$ cat config.mk
export PLATFORM = sky130hd
export DESIGN_NAME = cpu_instruction_semantics
export DESIGN_NICKNAME = d
export VERILOG_FILES = /design/src/cpu_instr_pkg.sv /design/src/muldiv_unit.sv /design/src/bit_field_unit.sv /design/src/cpu_instruction_semantics.sv
export SDC_FILE = /design/constraint.sdc
export NUM_CORES = 2
export LEC_CHECK = 0
export BUFFER_PORTS_ARGS = -buffer_cell sky130_fd_sc_hd__buf_4
export CAP_MARGIN = 20
export CORE_MARGIN = 2
export CORE_UTILIZATION = 63
export DETAILED_ROUTE_END_ITERATION = 8
export PLACE_DENSITY_LB_ADDON = 0.12
export SETUP_SLACK_MARGIN = 0.3
export SYNTH_ARGS = -nofsm -noshare
export SYNTH_HDL_FRONTEND = slang
export SYNTH_SLANG_ARGS = --single-unit
export TNS_END_PERCENT = 10
$ cat constraint.sdc
create_clock -name clk_sys -period 7.3 [get_ports clk_sys]
set_input_delay 0 -clock clk_sys [delete_from_list [all_inputs] [get_ports clk_sys]]
set_output_delay 0 -clock clk_sys [all_outputs]
set_load 0.02 [all_outputs]
$ cat src/cpu_instr_pkg.sv
// Shared types and constants of the instruction semantics block
package cpu_instr_pkg;

    // ****************************************
    // Instruction classes, opcode[7:3]
    // ****************************************
    typedef enum logic [4:0] {
        OP_NOP = 5'b00000,
        OP_MUL = 5'b00001,
        OP_DIV = 5'b00010,
        OP_DIVL = 5'b00011,
        OP_CMPD = 5'b00100,
        OP_CMPI = 5'b00101,
        OP_JBS = 5'b00110,
        OP_JBC = 5'b00111,
        OP_MASK = 5'b01000,
        OP_WIDEN = 5'b01001,
        OP_ARITH_SHIFT_RIGHT_OP = 5'b01010,
        OP_PUSH_AND_CALL_OP = 5'b01011,
        OP_CTXSW = 5'b01100,
        OP_RET = 5'b01101,
        OP_TRAP = 5'b01110,
        OP_INIT = 5'b01111,
        OP_WDT = 5'b10000,
        OP_WDTSRV = 5'b10001,
        OP_INV = 5'b10010,
        OP_INERT_POWERDOWN_OP = 5'b10011
    } op_t;

    typedef enum logic [1:0] {
        MD_MUL = 2'b00,
        MD_DIV = 2'b01,
        MD_DIVL = 2'b10
    } md_mode_t;

    // Opcode field positions
    localparam int OPC_CLASS_LSB = 3;
    localparam int OPC_LONG_BIT = 1;
    localparam int OPC_VARIANT_BIT = 0;

    // Values after reset, divide step count and compare steps
    localparam logic WDT_ON_RESET = 1'b1;
    localparam logic INIT_LOCK_RESET = 1'b0;
    localparam logic [5:0] DIV_STEPS = 6'h20;
    localparam logic [15:0] STEP_ONE = 16'h0001;
    localparam logic [15:0] STEP_TWO = 16'h0002;

    // ****************************************
    // Carriers
    // ****************************************
    typedef struct packed {
        logic [7:0] opcode;
        logic [15:0] opnd_a;
        logic [15:0] opnd_b;
        logic [3:0] bit_pos;
        logic [7:0] imm;
    } instr_t;

    typedef struct packed {
        logic [31:0] muldiv_pair;
        logic [15:0] stack_top;
        logic [15:0] stack_next;
    } core_t;

    typedef struct packed {
        logic len4;
        logic illegal;
        logic wr_reg;
        logic [15:0] reg_val;
        logic wr_md;
        logic [31:0] md_val;
        logic push;
        logic [15:0] push_val;
        logic [1:0] pop_cnt;
        logic branch;
        logic [15:0] target;
        logic flag_eq;
        logic flag_neg;
        logic flag_carry;
        logic trap;
        logic [7:0] trap_num;
        logic div_zero;
    } res_t;

endpackage

$ cat src/muldiv_unit.sv
// Multiply and iterative divide unit on the multiply/divide register pair
`timescale 1ns/10ps
module muldiv_unit import cpu_instr_pkg::*; (
    input wire logic clk_sys,
    input wire logic rst_core_n,
    input wire logic start,
    input wire md_mode_t mode,
    input wire logic is_signed,
    input wire logic [31:0] md_in,
    input wire logic [15:0] opnd_a,
    input wire logic [15:0] opnd_b,
    output logic busy,
    output logic done,
    output logic [31:0] md_out,
    output logic div_zero
);
    logic [31:0] num;
    logic [16:0] rem;
    logic [15:0] dvs;
    logic neg_q;
    logic neg_r;
    logic [5:0] cnt;
    logic [31:0] dvd;
    logic [16:0] rem_sh;
    logic [31:0] q_fix;
    logic [15:0] r_fix;

    // Dividend from the low half alone or from the whole pair
    always_comb begin
        dvd = md_in;
        if (mode == MD_DIV) begin
            dvd = is_signed ? {{16{md_in[15]}}, md_in[15:0]} : {16'h0000, md_in[15:0]};
        end
    end

    // One restoring step per cycle
    assign rem_sh = {rem[15:0], num[31]};
    assign q_fix = neg_q ? 32'h0000_0000 - num : num;
    assign r_fix = neg_r ? 16'h0000 - rem[15:0] : rem[15:0];

    // Sequencer; multiply answers in one cycle, divides take 32 steps
    always_ff @(posedge clk_sys or negedge rst_core_n) begin
        if (!rst_core_n) begin
            busy <= 1'b0;
            done <= 1'b0;
            md_out <= 32'h0000_0000;
            div_zero <= 1'b0;
            num <= 32'h0000_0000;
            rem <= 17'h0_0000;
            dvs <= 16'h0000;
            neg_q <= 1'b0;
            neg_r <= 1'b0;
            cnt <= 6'h00;
        end else begin
            done <= 1'b0;
            if (start && mode == MD_MUL) begin
                // Product of the two register operands
                md_out <= is_signed ? {{16{opnd_a[15]}}, opnd_a} * {{16{opnd_b[15]}}, opnd_b}
                    : {16'h0000, opnd_a} * {16'h0000, opnd_b};
                div_zero <= 1'b0;
                done <= 1'b1;
            end else if (start && opnd_a == 16'h0000) begin
                // Zero divisor: pair left untouched, flag raised
                md_out <= md_in;
                div_zero <= 1'b1;
                done <= 1'b1;
            end else if (start) begin
                busy <= 1'b1;
                div_zero <= 1'b0;
                cnt <= DIV_STEPS;
                rem <= 17'h0_0000;
                num <= (is_signed && dvd[31]) ? 32'h0000_0000 - dvd : dvd;
                dvs <= (is_signed && opnd_a[15]) ? 16'h0000 - opnd_a : opnd_a;
                neg_q <= is_signed && (dvd[31] ^ opnd_a[15]);
                neg_r <= is_signed && dvd[31];
            end else if (busy && cnt != 6'h00) begin
                cnt <= cnt - 6'h01;
                if (rem_sh >= {1'b0, dvs}) begin
                    rem <= rem_sh - {1'b0, dvs};
                    num <= {num[30:0], 1'b1};
                end else begin
                    rem <= rem_sh;
                    num <= {num[30:0], 1'b0};
                end
            end else if (busy) begin
                // Remainder to the high half, quotient to the low half
                busy <= 1'b0;
                done <= 1'b1;
                md_out <= {r_fix, q_fix[15:0]};
            end
        end
    end
endmodule

$ cat src/bit_field_unit.sv
// Combinational word and bit manipulation for the register operand
`timescale 1ns/10ps
module bit_field_unit import cpu_instr_pkg::*; (
    input wire op_t op,
    input wire logic variant,
    input wire logic [15:0] opnd_a,
    input wire logic [15:0] opnd_b,
    input wire logic [3:0] bit_pos,
    output logic bit_val,
    output logic [15:0] new_val
);
    logic [7:0] mask;
    logic [7:0] data;

    assign bit_val = opnd_a[bit_pos];
    assign mask = opnd_b[15:8];
    assign data = opnd_b[7:0];

    // New register value for each class that rewrites its operand
    always_comb begin
        new_val = opnd_a;
        case (op)
            OP_JBS: new_val[bit_pos] = variant ? 1'b0 : bit_val;
            OP_JBC: new_val[bit_pos] = variant ? 1'b1 : bit_val;
            OP_MASK: begin
                if (variant) begin
                    new_val[15:8] = (opnd_a[15:8] & ~mask) | (data & mask);
                end else begin
                    new_val[7:0] = (opnd_a[7:0] & ~mask) | (data & mask);
                end
            end
            OP_WIDEN: new_val = variant ? {8'h00, data} : {{8{data[7]}}, data};
            OP_ARITH_SHIFT_RIGHT_OP: new_val = 16'($signed(opnd_a) >>> opnd_b[3:0]);
            OP_INV: new_val = variant ? {opnd_a[15:8], ~opnd_a[7:0]} : ~opnd_a;
            default: new_val = opnd_a;
        endcase
    end
endmodule

$ cat src/cpu_instruction_semantics.sv
// Instruction decode and execute semantics of the 16-bit core
// How it works
// (RQ1) Multiply two 16-bit registers, signed or unsigned, into the pair.
// (RQ2) Short divide: low half of pair by a 16-bit register, signed or not.
// (RQ3) Long divide: whole 32-bit pair by a 16-bit register, signed or not.
// (RQ4) Compare word with register, then decrement register by one or two.
// (RQ5) Compare word with register, then increment register by one or two.
// (RQ6) Branch when bit is one; clearing variant also clears it; 4 bytes.
// (RQ7) Branch when bit is zero; setting variant also sets it.
// (RQ8) Modify high or low byte under mask with immediate data; 4 bytes.
// (RQ9) Widen byte to word by sign or zero extension; 2 or 4 bytes.
// (RQ10) Arithmetic shift right replicating sign bit; 2 bytes.
// (RQ11) Push register then call absolute subroutine; 4 bytes.
// (RQ12) Push register then load it with word operand; 4 bytes.
// (RQ13) Return from subroutine; pop variant also pops a register; 2 bytes.
// (RQ14) Trap enters routine chosen by immediate trap number; 2 bytes.
// (RQ15) Init lock instruction locks protected registers for good; 4 bytes.
// (RQ16) Four-byte instructions disable, enable and service the watchdog.
// (RQ17) Complement inverts every bit of word or byte register; 2 bytes.
// (RQ18) Old power-down opcode is legal, 4 bytes, and does nothing.
// (RQ19) Every instruction reports a length of 2 or 4 bytes.
`timescale 1ns/10ps
module cpu_instruction_semantics import cpu_instr_pkg::*; (
    input wire logic clk_sys,
    input wire logic rst_n,
    input wire logic instr_valid,
    input wire instr_t instr,
    input wire core_t core,
    output logic instr_ready,
    output logic result_valid,
    output res_t result,
    output logic init_locked,
    output logic wdt_enabled,
    output logic wdt_service
);
    // ****************************************
    // Reset release
    // ****************************************
    logic rst_meta;
    logic rst_core_n;

    // Release is synchronised so no flop leaves reset on a different edge
    always_ff @(posedge clk_sys or negedge rst_n) begin
        if (!rst_n) begin
            rst_meta <= 1'b0;
            rst_core_n <= 1'b0;
        end else begin
            rst_meta <= 1'b1;
            rst_core_n <= rst_meta;
        end
    end

    // ****************************************
    // Decode
    // ****************************************
    typedef enum logic [0:0] {
        ST_IDLE = 1'b0,
        ST_WAIT = 1'b1
    } state_t;

    state_t state;
    op_t op;
    logic variant;
    logic long_form;
    logic known;
    logic accept;
    logic is_md;
    logic bit_val;
    logic [15:0] new_val;
    logic [15:0] step;
    logic [15:0] diff;
    res_t next_res;
    instr_t req_q;
    core_t core_q;
    logic md_busy;
    logic md_done;
    logic [31:0] md_out;
    logic md_zero;
    md_mode_t md_mode;

    assign op = op_t'(instr.opcode[7:OPC_CLASS_LSB]);
    assign variant = instr.opcode[OPC_VARIANT_BIT];
    assign long_form = instr.opcode[OPC_LONG_BIT];
    assign known = instr.opcode[7:OPC_CLASS_LSB] <= OP_INERT_POWERDOWN_OP;
    assign is_md = known && (op == OP_MUL || op == OP_DIV || op == OP_DIVL);
    assign instr_ready = state == ST_IDLE;
    assign accept = instr_valid && instr_ready;
    assign step = variant ? STEP_TWO : STEP_ONE;
    assign diff = instr.opnd_a - instr.opnd_b;

    // Fixed lengths; classes with two forms pick by the long-form bit
    function automatic logic len_is4(input op_t o, input logic lf);
        case (o)
            OP_CMPD, OP_CMPI, OP_WIDEN: len_is4 = lf;
            OP_JBS, OP_JBC, OP_MASK, OP_PUSH_AND_CALL_OP, OP_CTXSW: len_is4 = 1'b1;
            OP_INIT, OP_WDT, OP_WDTSRV, OP_INERT_POWERDOWN_OP: len_is4 = 1'b1;
            default: len_is4 = 1'b0;
        endcase
    endfunction

    bit_field_unit u_bits (
        .op(op),
        .variant(variant),
        .opnd_a(instr.opnd_a),
        .opnd_b(instr.opnd_b),
        .bit_pos(instr.bit_pos),
        .bit_val(bit_val),
        .new_val(new_val)
    );

    // ****************************************
    // Multiply and divide
    // ****************************************
    always_comb begin
        case (op)
            OP_DIV: md_mode = MD_DIV;
            OP_DIVL: md_mode = MD_DIVL;
            default: md_mode = MD_MUL;
        endcase
    end

    // Variant bit set selects the unsigned form
    muldiv_unit u_md (
        .clk_sys(clk_sys),
        .rst_core_n(rst_core_n),
        .start(accept && is_md), // RQ1 RQ2 RQ3
        .mode(md_mode),
        .is_signed(!variant),
        .md_in(core.muldiv_pair),
        .opnd_a(instr.opnd_a),
        .opnd_b(instr.opnd_b),
        .busy(md_busy),
        .done(md_done),
        .md_out(md_out),
        .div_zero(md_zero)
    );

    // ****************************************
    // Execute
    // ****************************************
    // Effects of one instruction, built from the offered operands
    always_comb begin
        next_res = '0;
        next_res.len4 = len_is4(op, long_form); // RQ19
        next_res.illegal = !known;
        next_res.target = instr.opnd_b;
        if (known) begin
            case (op)
                OP_CMPD, OP_CMPI: begin
                    next_res.flag_eq = diff == 16'h0000;
                    next_res.flag_neg = diff[15];
                    next_res.flag_carry = instr.opnd_a < instr.opnd_b;
                    next_res.wr_reg = 1'b1;
                    if (op == OP_CMPD) begin
                        next_res.reg_val = instr.opnd_a - step; // RQ4
                    end else begin
                        next_res.reg_val = instr.opnd_a + step; // RQ5
                    end
                end
                OP_JBS: begin
                    next_res.branch = bit_val; // RQ6
                    next_res.wr_reg = variant && bit_val;
                    next_res.reg_val = new_val;
                end
                OP_JBC: begin
                    next_res.branch = !bit_val; // RQ7
                    next_res.wr_reg = variant && !bit_val;
                    next_res.reg_val = new_val;
                end
                OP_MASK, OP_WIDEN, OP_ARITH_SHIFT_RIGHT_OP, OP_INV: begin
                    next_res.wr_reg = 1'b1; // RQ8 RQ9 RQ10 RQ17
                    next_res.reg_val = new_val;
                end
                OP_PUSH_AND_CALL_OP: begin
                    next_res.push = 1'b1; // RQ11
                    next_res.push_val = instr.opnd_a;
                    next_res.branch = 1'b1;
                end
                OP_CTXSW: begin
                    next_res.push = 1'b1; // RQ12
                    next_res.push_val = instr.opnd_a;
                    next_res.wr_reg = 1'b1;
                    next_res.reg_val = instr.opnd_b;
                end
                OP_RET: begin
                    // Return address comes off first, then the saved register
                    next_res.branch = 1'b1; // RQ13
                    next_res.target = core.stack_top;
                    next_res.pop_cnt = variant ? 2'b10 : 2'b01;
                    next_res.wr_reg = variant;
                    next_res.reg_val = core.stack_next;
                end
                OP_TRAP: begin
                    next_res.trap = 1'b1; // RQ14
                    next_res.trap_num = instr.imm;
                end
                default: next_res.target = instr.opnd_b; // RQ18
            endcase
        end
    end

    // Handshake state; the port stays closed while a divide iterates
    always_ff @(posedge clk_sys or negedge rst_core_n) begin
        if (!rst_core_n) begin
            state <= ST_IDLE;
        end else begin
            case (state)
                ST_IDLE: state <= (accept && is_md) ? ST_WAIT : ST_IDLE;
                ST_WAIT: state <= md_done ? ST_IDLE : ST_WAIT;
                default: state <= ST_IDLE;
            endcase
        end
    end

    // Request and core state held for the whole instruction
    always_ff @(posedge clk_sys or negedge rst_core_n) begin
        if (!rst_core_n) begin
            req_q <= '0;
            core_q <= '0;
        end else if (accept) begin
            req_q <= instr;
            core_q <= core;
        end
    end

    // Result register; one pulse of result_valid per instruction
    always_ff @(posedge clk_sys or negedge rst_core_n) begin
        if (!rst_core_n) begin
            result_valid <= 1'b0;
            result <= '0;
        end else begin
            result_valid <= 1'b0;
            if (accept && !is_md) begin
                result_valid <= 1'b1;
                result <= next_res;
            end else if (accept) begin
                result <= next_res;
            end else if (state == ST_WAIT && md_done) begin
                result_valid <= 1'b1;
                result.wr_md <= !md_zero;
                result.md_val <= md_out;
                result.div_zero <= md_zero;
            end
        end
    end

    // ****************************************
    // System side effects
    // ****************************************
    // Lock is sticky: only a reset opens the protected registers again
    always_ff @(posedge clk_sys or negedge rst_core_n) begin
        if (!rst_core_n) begin
            init_locked <= INIT_LOCK_RESET;
        end else if (accept && known && op == OP_INIT) begin
            init_locked <= 1'b1; // RQ15
        end
    end

    // Watchdog runs from reset; variant one enables, zero disables
    always_ff @(posedge clk_sys or negedge rst_core_n) begin
        if (!rst_core_n) begin
            wdt_enabled <= WDT_ON_RESET;
            wdt_service <= 1'b0;
        end else begin
            wdt_service <= accept && known && op == OP_WDTSRV; // RQ16
            if (accept && known && op == OP_WDT) begin
                wdt_enabled <= variant; // RQ16
            end
        end
    end

    logic cur_bit;
    assign cur_bit = instr.opnd_a[instr.bit_pos];
endmodule

==> qor.yml <==
clock_path_buffers: 3
finalClockSkew_ns: 0.02614
r2r_slack_ns: 3.39
wl_per_cell_um: 23.15
drt_iter0_markers: 3304
rsz0062_at_grt: "false"
overflow: 0
slew_headroom: 0.3366
synth_edf_count: 0
crit_top_cell: "fa_1"
clk_latency_ns: 0.59
io_buffers: 223
tightest_slew_ns: 0.9876
yosys_register_bits: 215
first_pass_iters: 8
start_util: 0.6367
synth-main-ff-cell: "dfrtp_1"
postSynthAreaPerCell_sq_um: 8.602
synthesis.area_sq_um: 30340
clkSlewWorstSetupHoldPaths_ns: 0.06
powerDensity_nw_per_um2: 489.7
hold_class: "primary input to flip-flop"
start_kind: "primary input"
dp_cells: 4212
cpLargestDelayFamily: "adder cells"
clock.fmax_mhz: 150.2
die_h_um: 223.4
critPathCaptureType: "flip-flop"
maxCapViolations: 0
syn_inst: 3527
ys_types: 84
seq_area_frac_synth: 0.1774
status: "finished clean"
cts_buffers: 26
crit_buf_inv: 5
grt_pass1_vias: 28854
path_cells: "dlygate4sd3_1 > buf_4 > nand2_1 > inv_1 > fa_1 > fa_2 > fa_1 > fa_1 > fa_1 > inv_1 > fa_1 > inv_1 > ha_1 > nand2_1 > nor3_1 > a221o_1 > nor4_1 > nor2_1 > a311oi_1 > a41oi_1 > a221oi_1"
fin_util: 0.7252
grt_max_degree: 84
cts_tree: "done"
synth_nets: 4241
power_leakage_uw: 0.01680
grt_pass1_wl_mm: 158.4
track_usage: 0.4083
layout-area-overhead-vs-synth_pct: 13.89
worstSetupPathType: "primary input to flip-flop"
cp.arrival_ns: 7.13
cp.required_ns: 7.77
coreArea_sq_um: 47650
ant_nets: 0
num_rows: 80
slowest_stage: "fa_2"
setup_violations: 0
layout_common_cells: "inv_1 (538), fa_1 (368), nand2_1 (362), buf_4 (265), ha_1 (226)"
drcViolationCount: 0
cts_sinks: 215
gp_congestion: 1.005
ys_warn_count: 0
nFillCells: 3633
synthArstFlopShare: 1.000
irDropWorstVdd_mv: 0.6475
crit_path_max_fanout: 20
slowest_delay_ns: 0.81
die_area_sq_um: 49930
die_w_um: 223.4
tns_ns: 0
num_io_pins: 225
final_hold_viol_count: 0
routed_via_density: 6.426
hpwl_mm: 76.14
htreeDepth: 1
min_period_ns: 6.659
fin_cells: 4379
mostFrequentLayoutCell: "inv_1"
nNetsFinal: 4457
vias: 28139
clockRootBuffer: "clkbuf_16"
post_cts_buffers: 0
wl_mm: 101.4
grt_antenna_before_repair: 0
slew_viol_final: 0
drive_gt1_frac: 0.1012
period_share: 0.9122
-- per-layer routing --
layer  track usage  share of wire
met1        0.5041           0.36
met2        0.6587           0.47
met3        0.1058           0.10
met4        0.2215          0.067
met5             0              0
-- area by class of cell --
cell class              instances  area (sq um)  share of cell area
diodes                          1         2.502          0.00007242
clock buffers                  32         703.2             0.02035
clock inverters                16         242.7            0.007025
inverters                     540          2027             0.05866
multi-input cells            2576         22230              0.6432
flip-flops and latches        215          5385              0.1559
well taps                     615         769.5             0.02227
repair buffers                384          3198             0.09256
-- power breakdown --
group	total [uW]	internal [uW]	switching, uW
Clock	1450	870	582
Sequential	1200	1190	4.80
Combinational	14300	5710	8560
-- metrics by stage --
step                      total power [uW]  hold slack [ns]  cell area, sq um  setup slack [ns]
final                                16920          0.02214             34550            0.6410
after global routing                 18580          0.03316             34550            0.3463
after detailed placement             15140          -0.2148             32410            0.6099
after CTS                            16720         0.003534             34500            0.6491
after global placement               14900          -0.2177             32390            0.7316
after floorplan                      11730          -0.2956             30340            0.4648
-- repair_timing --
item | CTS | global route
resized for setup | 0 | 2
endpoints found under the hold margin | 112 | 0
hold buffers | 115 | 0
setup endpoints to repair | 0 | 1
-- state kept, by name, indices dropped and copies added, names as in the netlist --
| register | cells |
|---|---|
| u_md.neg_r | 1 |
| init_locked | 1 |
| wdt_service | 1 |
| state | 1 |
| u_md.dvs | 16 |
| u_md.num | 32 |
| u_md.rem | 16 |
| u_md.busy | 1 |
| u_md.md_out | 32 |
| wdt_enabled | 1 |
| rst_meta | 1 |
| u_md.cnt | 6 |
| result_valid | 1 |
| u_md.div_zero | 1 |
| rst_core_n | 1 |
| u_md.done | 1 |
| result | 101 |
| u_md.neg_q | 1 |
-- path summary, 6_finish.rpt --
path,startpoint,to,depth (start not counted)
hold reg to reg,rst_core_n$_DFF_PN0_,result[5]$_DFFE_PN0P_,0
setup reg to reg,state$_DFF_PN0_,u_md.num[26]$_DFFE_PN0P_,9
max in group asynchronous,rst_core_n$_DFF_PN0_,u_md.md_out[30]$_DFFE_PN0P_,2
setup / recovery,instr[43],u_md.md_out[30]$_DFFE_PN0P_,21
min in group asynchronous,rst_core_n$_DFF_PN0_,result[5]$_DFFE_PN0P_,0
hold / removal,core[3],result[85]$_DFFE_PN0P_,5
-- kinds of logic after synthesis --
kind of cell / count (synthesis) / share of synthesized area
AO/OA/AOI/OAI: 854 / 0.1833
XOR/XNOR: 143 / 0.04128
adder cells (fa/ha/maj): 595 / 0.3367
buffers and inverters: 736 / 0.09209
flip-flops: 215 / 0.1774
multiplexers: 57 / 0.02582
other: 1 / 0.0001236
AND/OR/NAND/NOR: 926 / 0.1433
-- tightest hold or removal path, stage by stage --
cell,delay (ns)
buf_4,0.09
a221oi_1,0.08
a31oi_1,0.25
a21oi_1,0.06
o21ai_0,0.08
-- cell usage after synthesis, drive strengths merged (12+ instances only) --
library cell / n / share of area
o22ai: 33 / 0.0070
o211ai: 30 / 0.0074
mux4: 17 / 0.013
a22o: 68 / 0.020
o21a: 17 / 0.0042
xnor2: 87 / 0.025
and2: 82 / 0.017
ha: 226 / 0.093
o31ai: 25 / 0.0062
a211oi: 48 / 0.012
a221oi: 12 / 0.0035
inv: 538 / 0.067
nor4: 15 / 0.0031
or2: 16 / 0.0033
nand2: 363 / 0.045
xor2: 56 / 0.016
o221ai: 22 / 0.0066
a21o: 35 / 0.0087
nor3: 53 / 0.0087
or3: 30 / 0.0064
o21bai: 13 / 0.0032
nand3: 39 / 0.0064
and3: 13 / 0.0027
a31oi: 29 / 0.0060
a21oi: 219 / 0.036
nand2b: 48 / 0.0099
mux2i: 40 / 0.013
dfrtp: 214 / 0.18
nor2: 202 / 0.025
o21ai: 206 / 0.034
fa: 369 / 0.24
nand4: 13 / 0.0027
nor2b: 18 / 0.0037
buf: 34 / 0.0052
clkbuf: 162 / 0.020
Power figures use the tool's default switching activity.
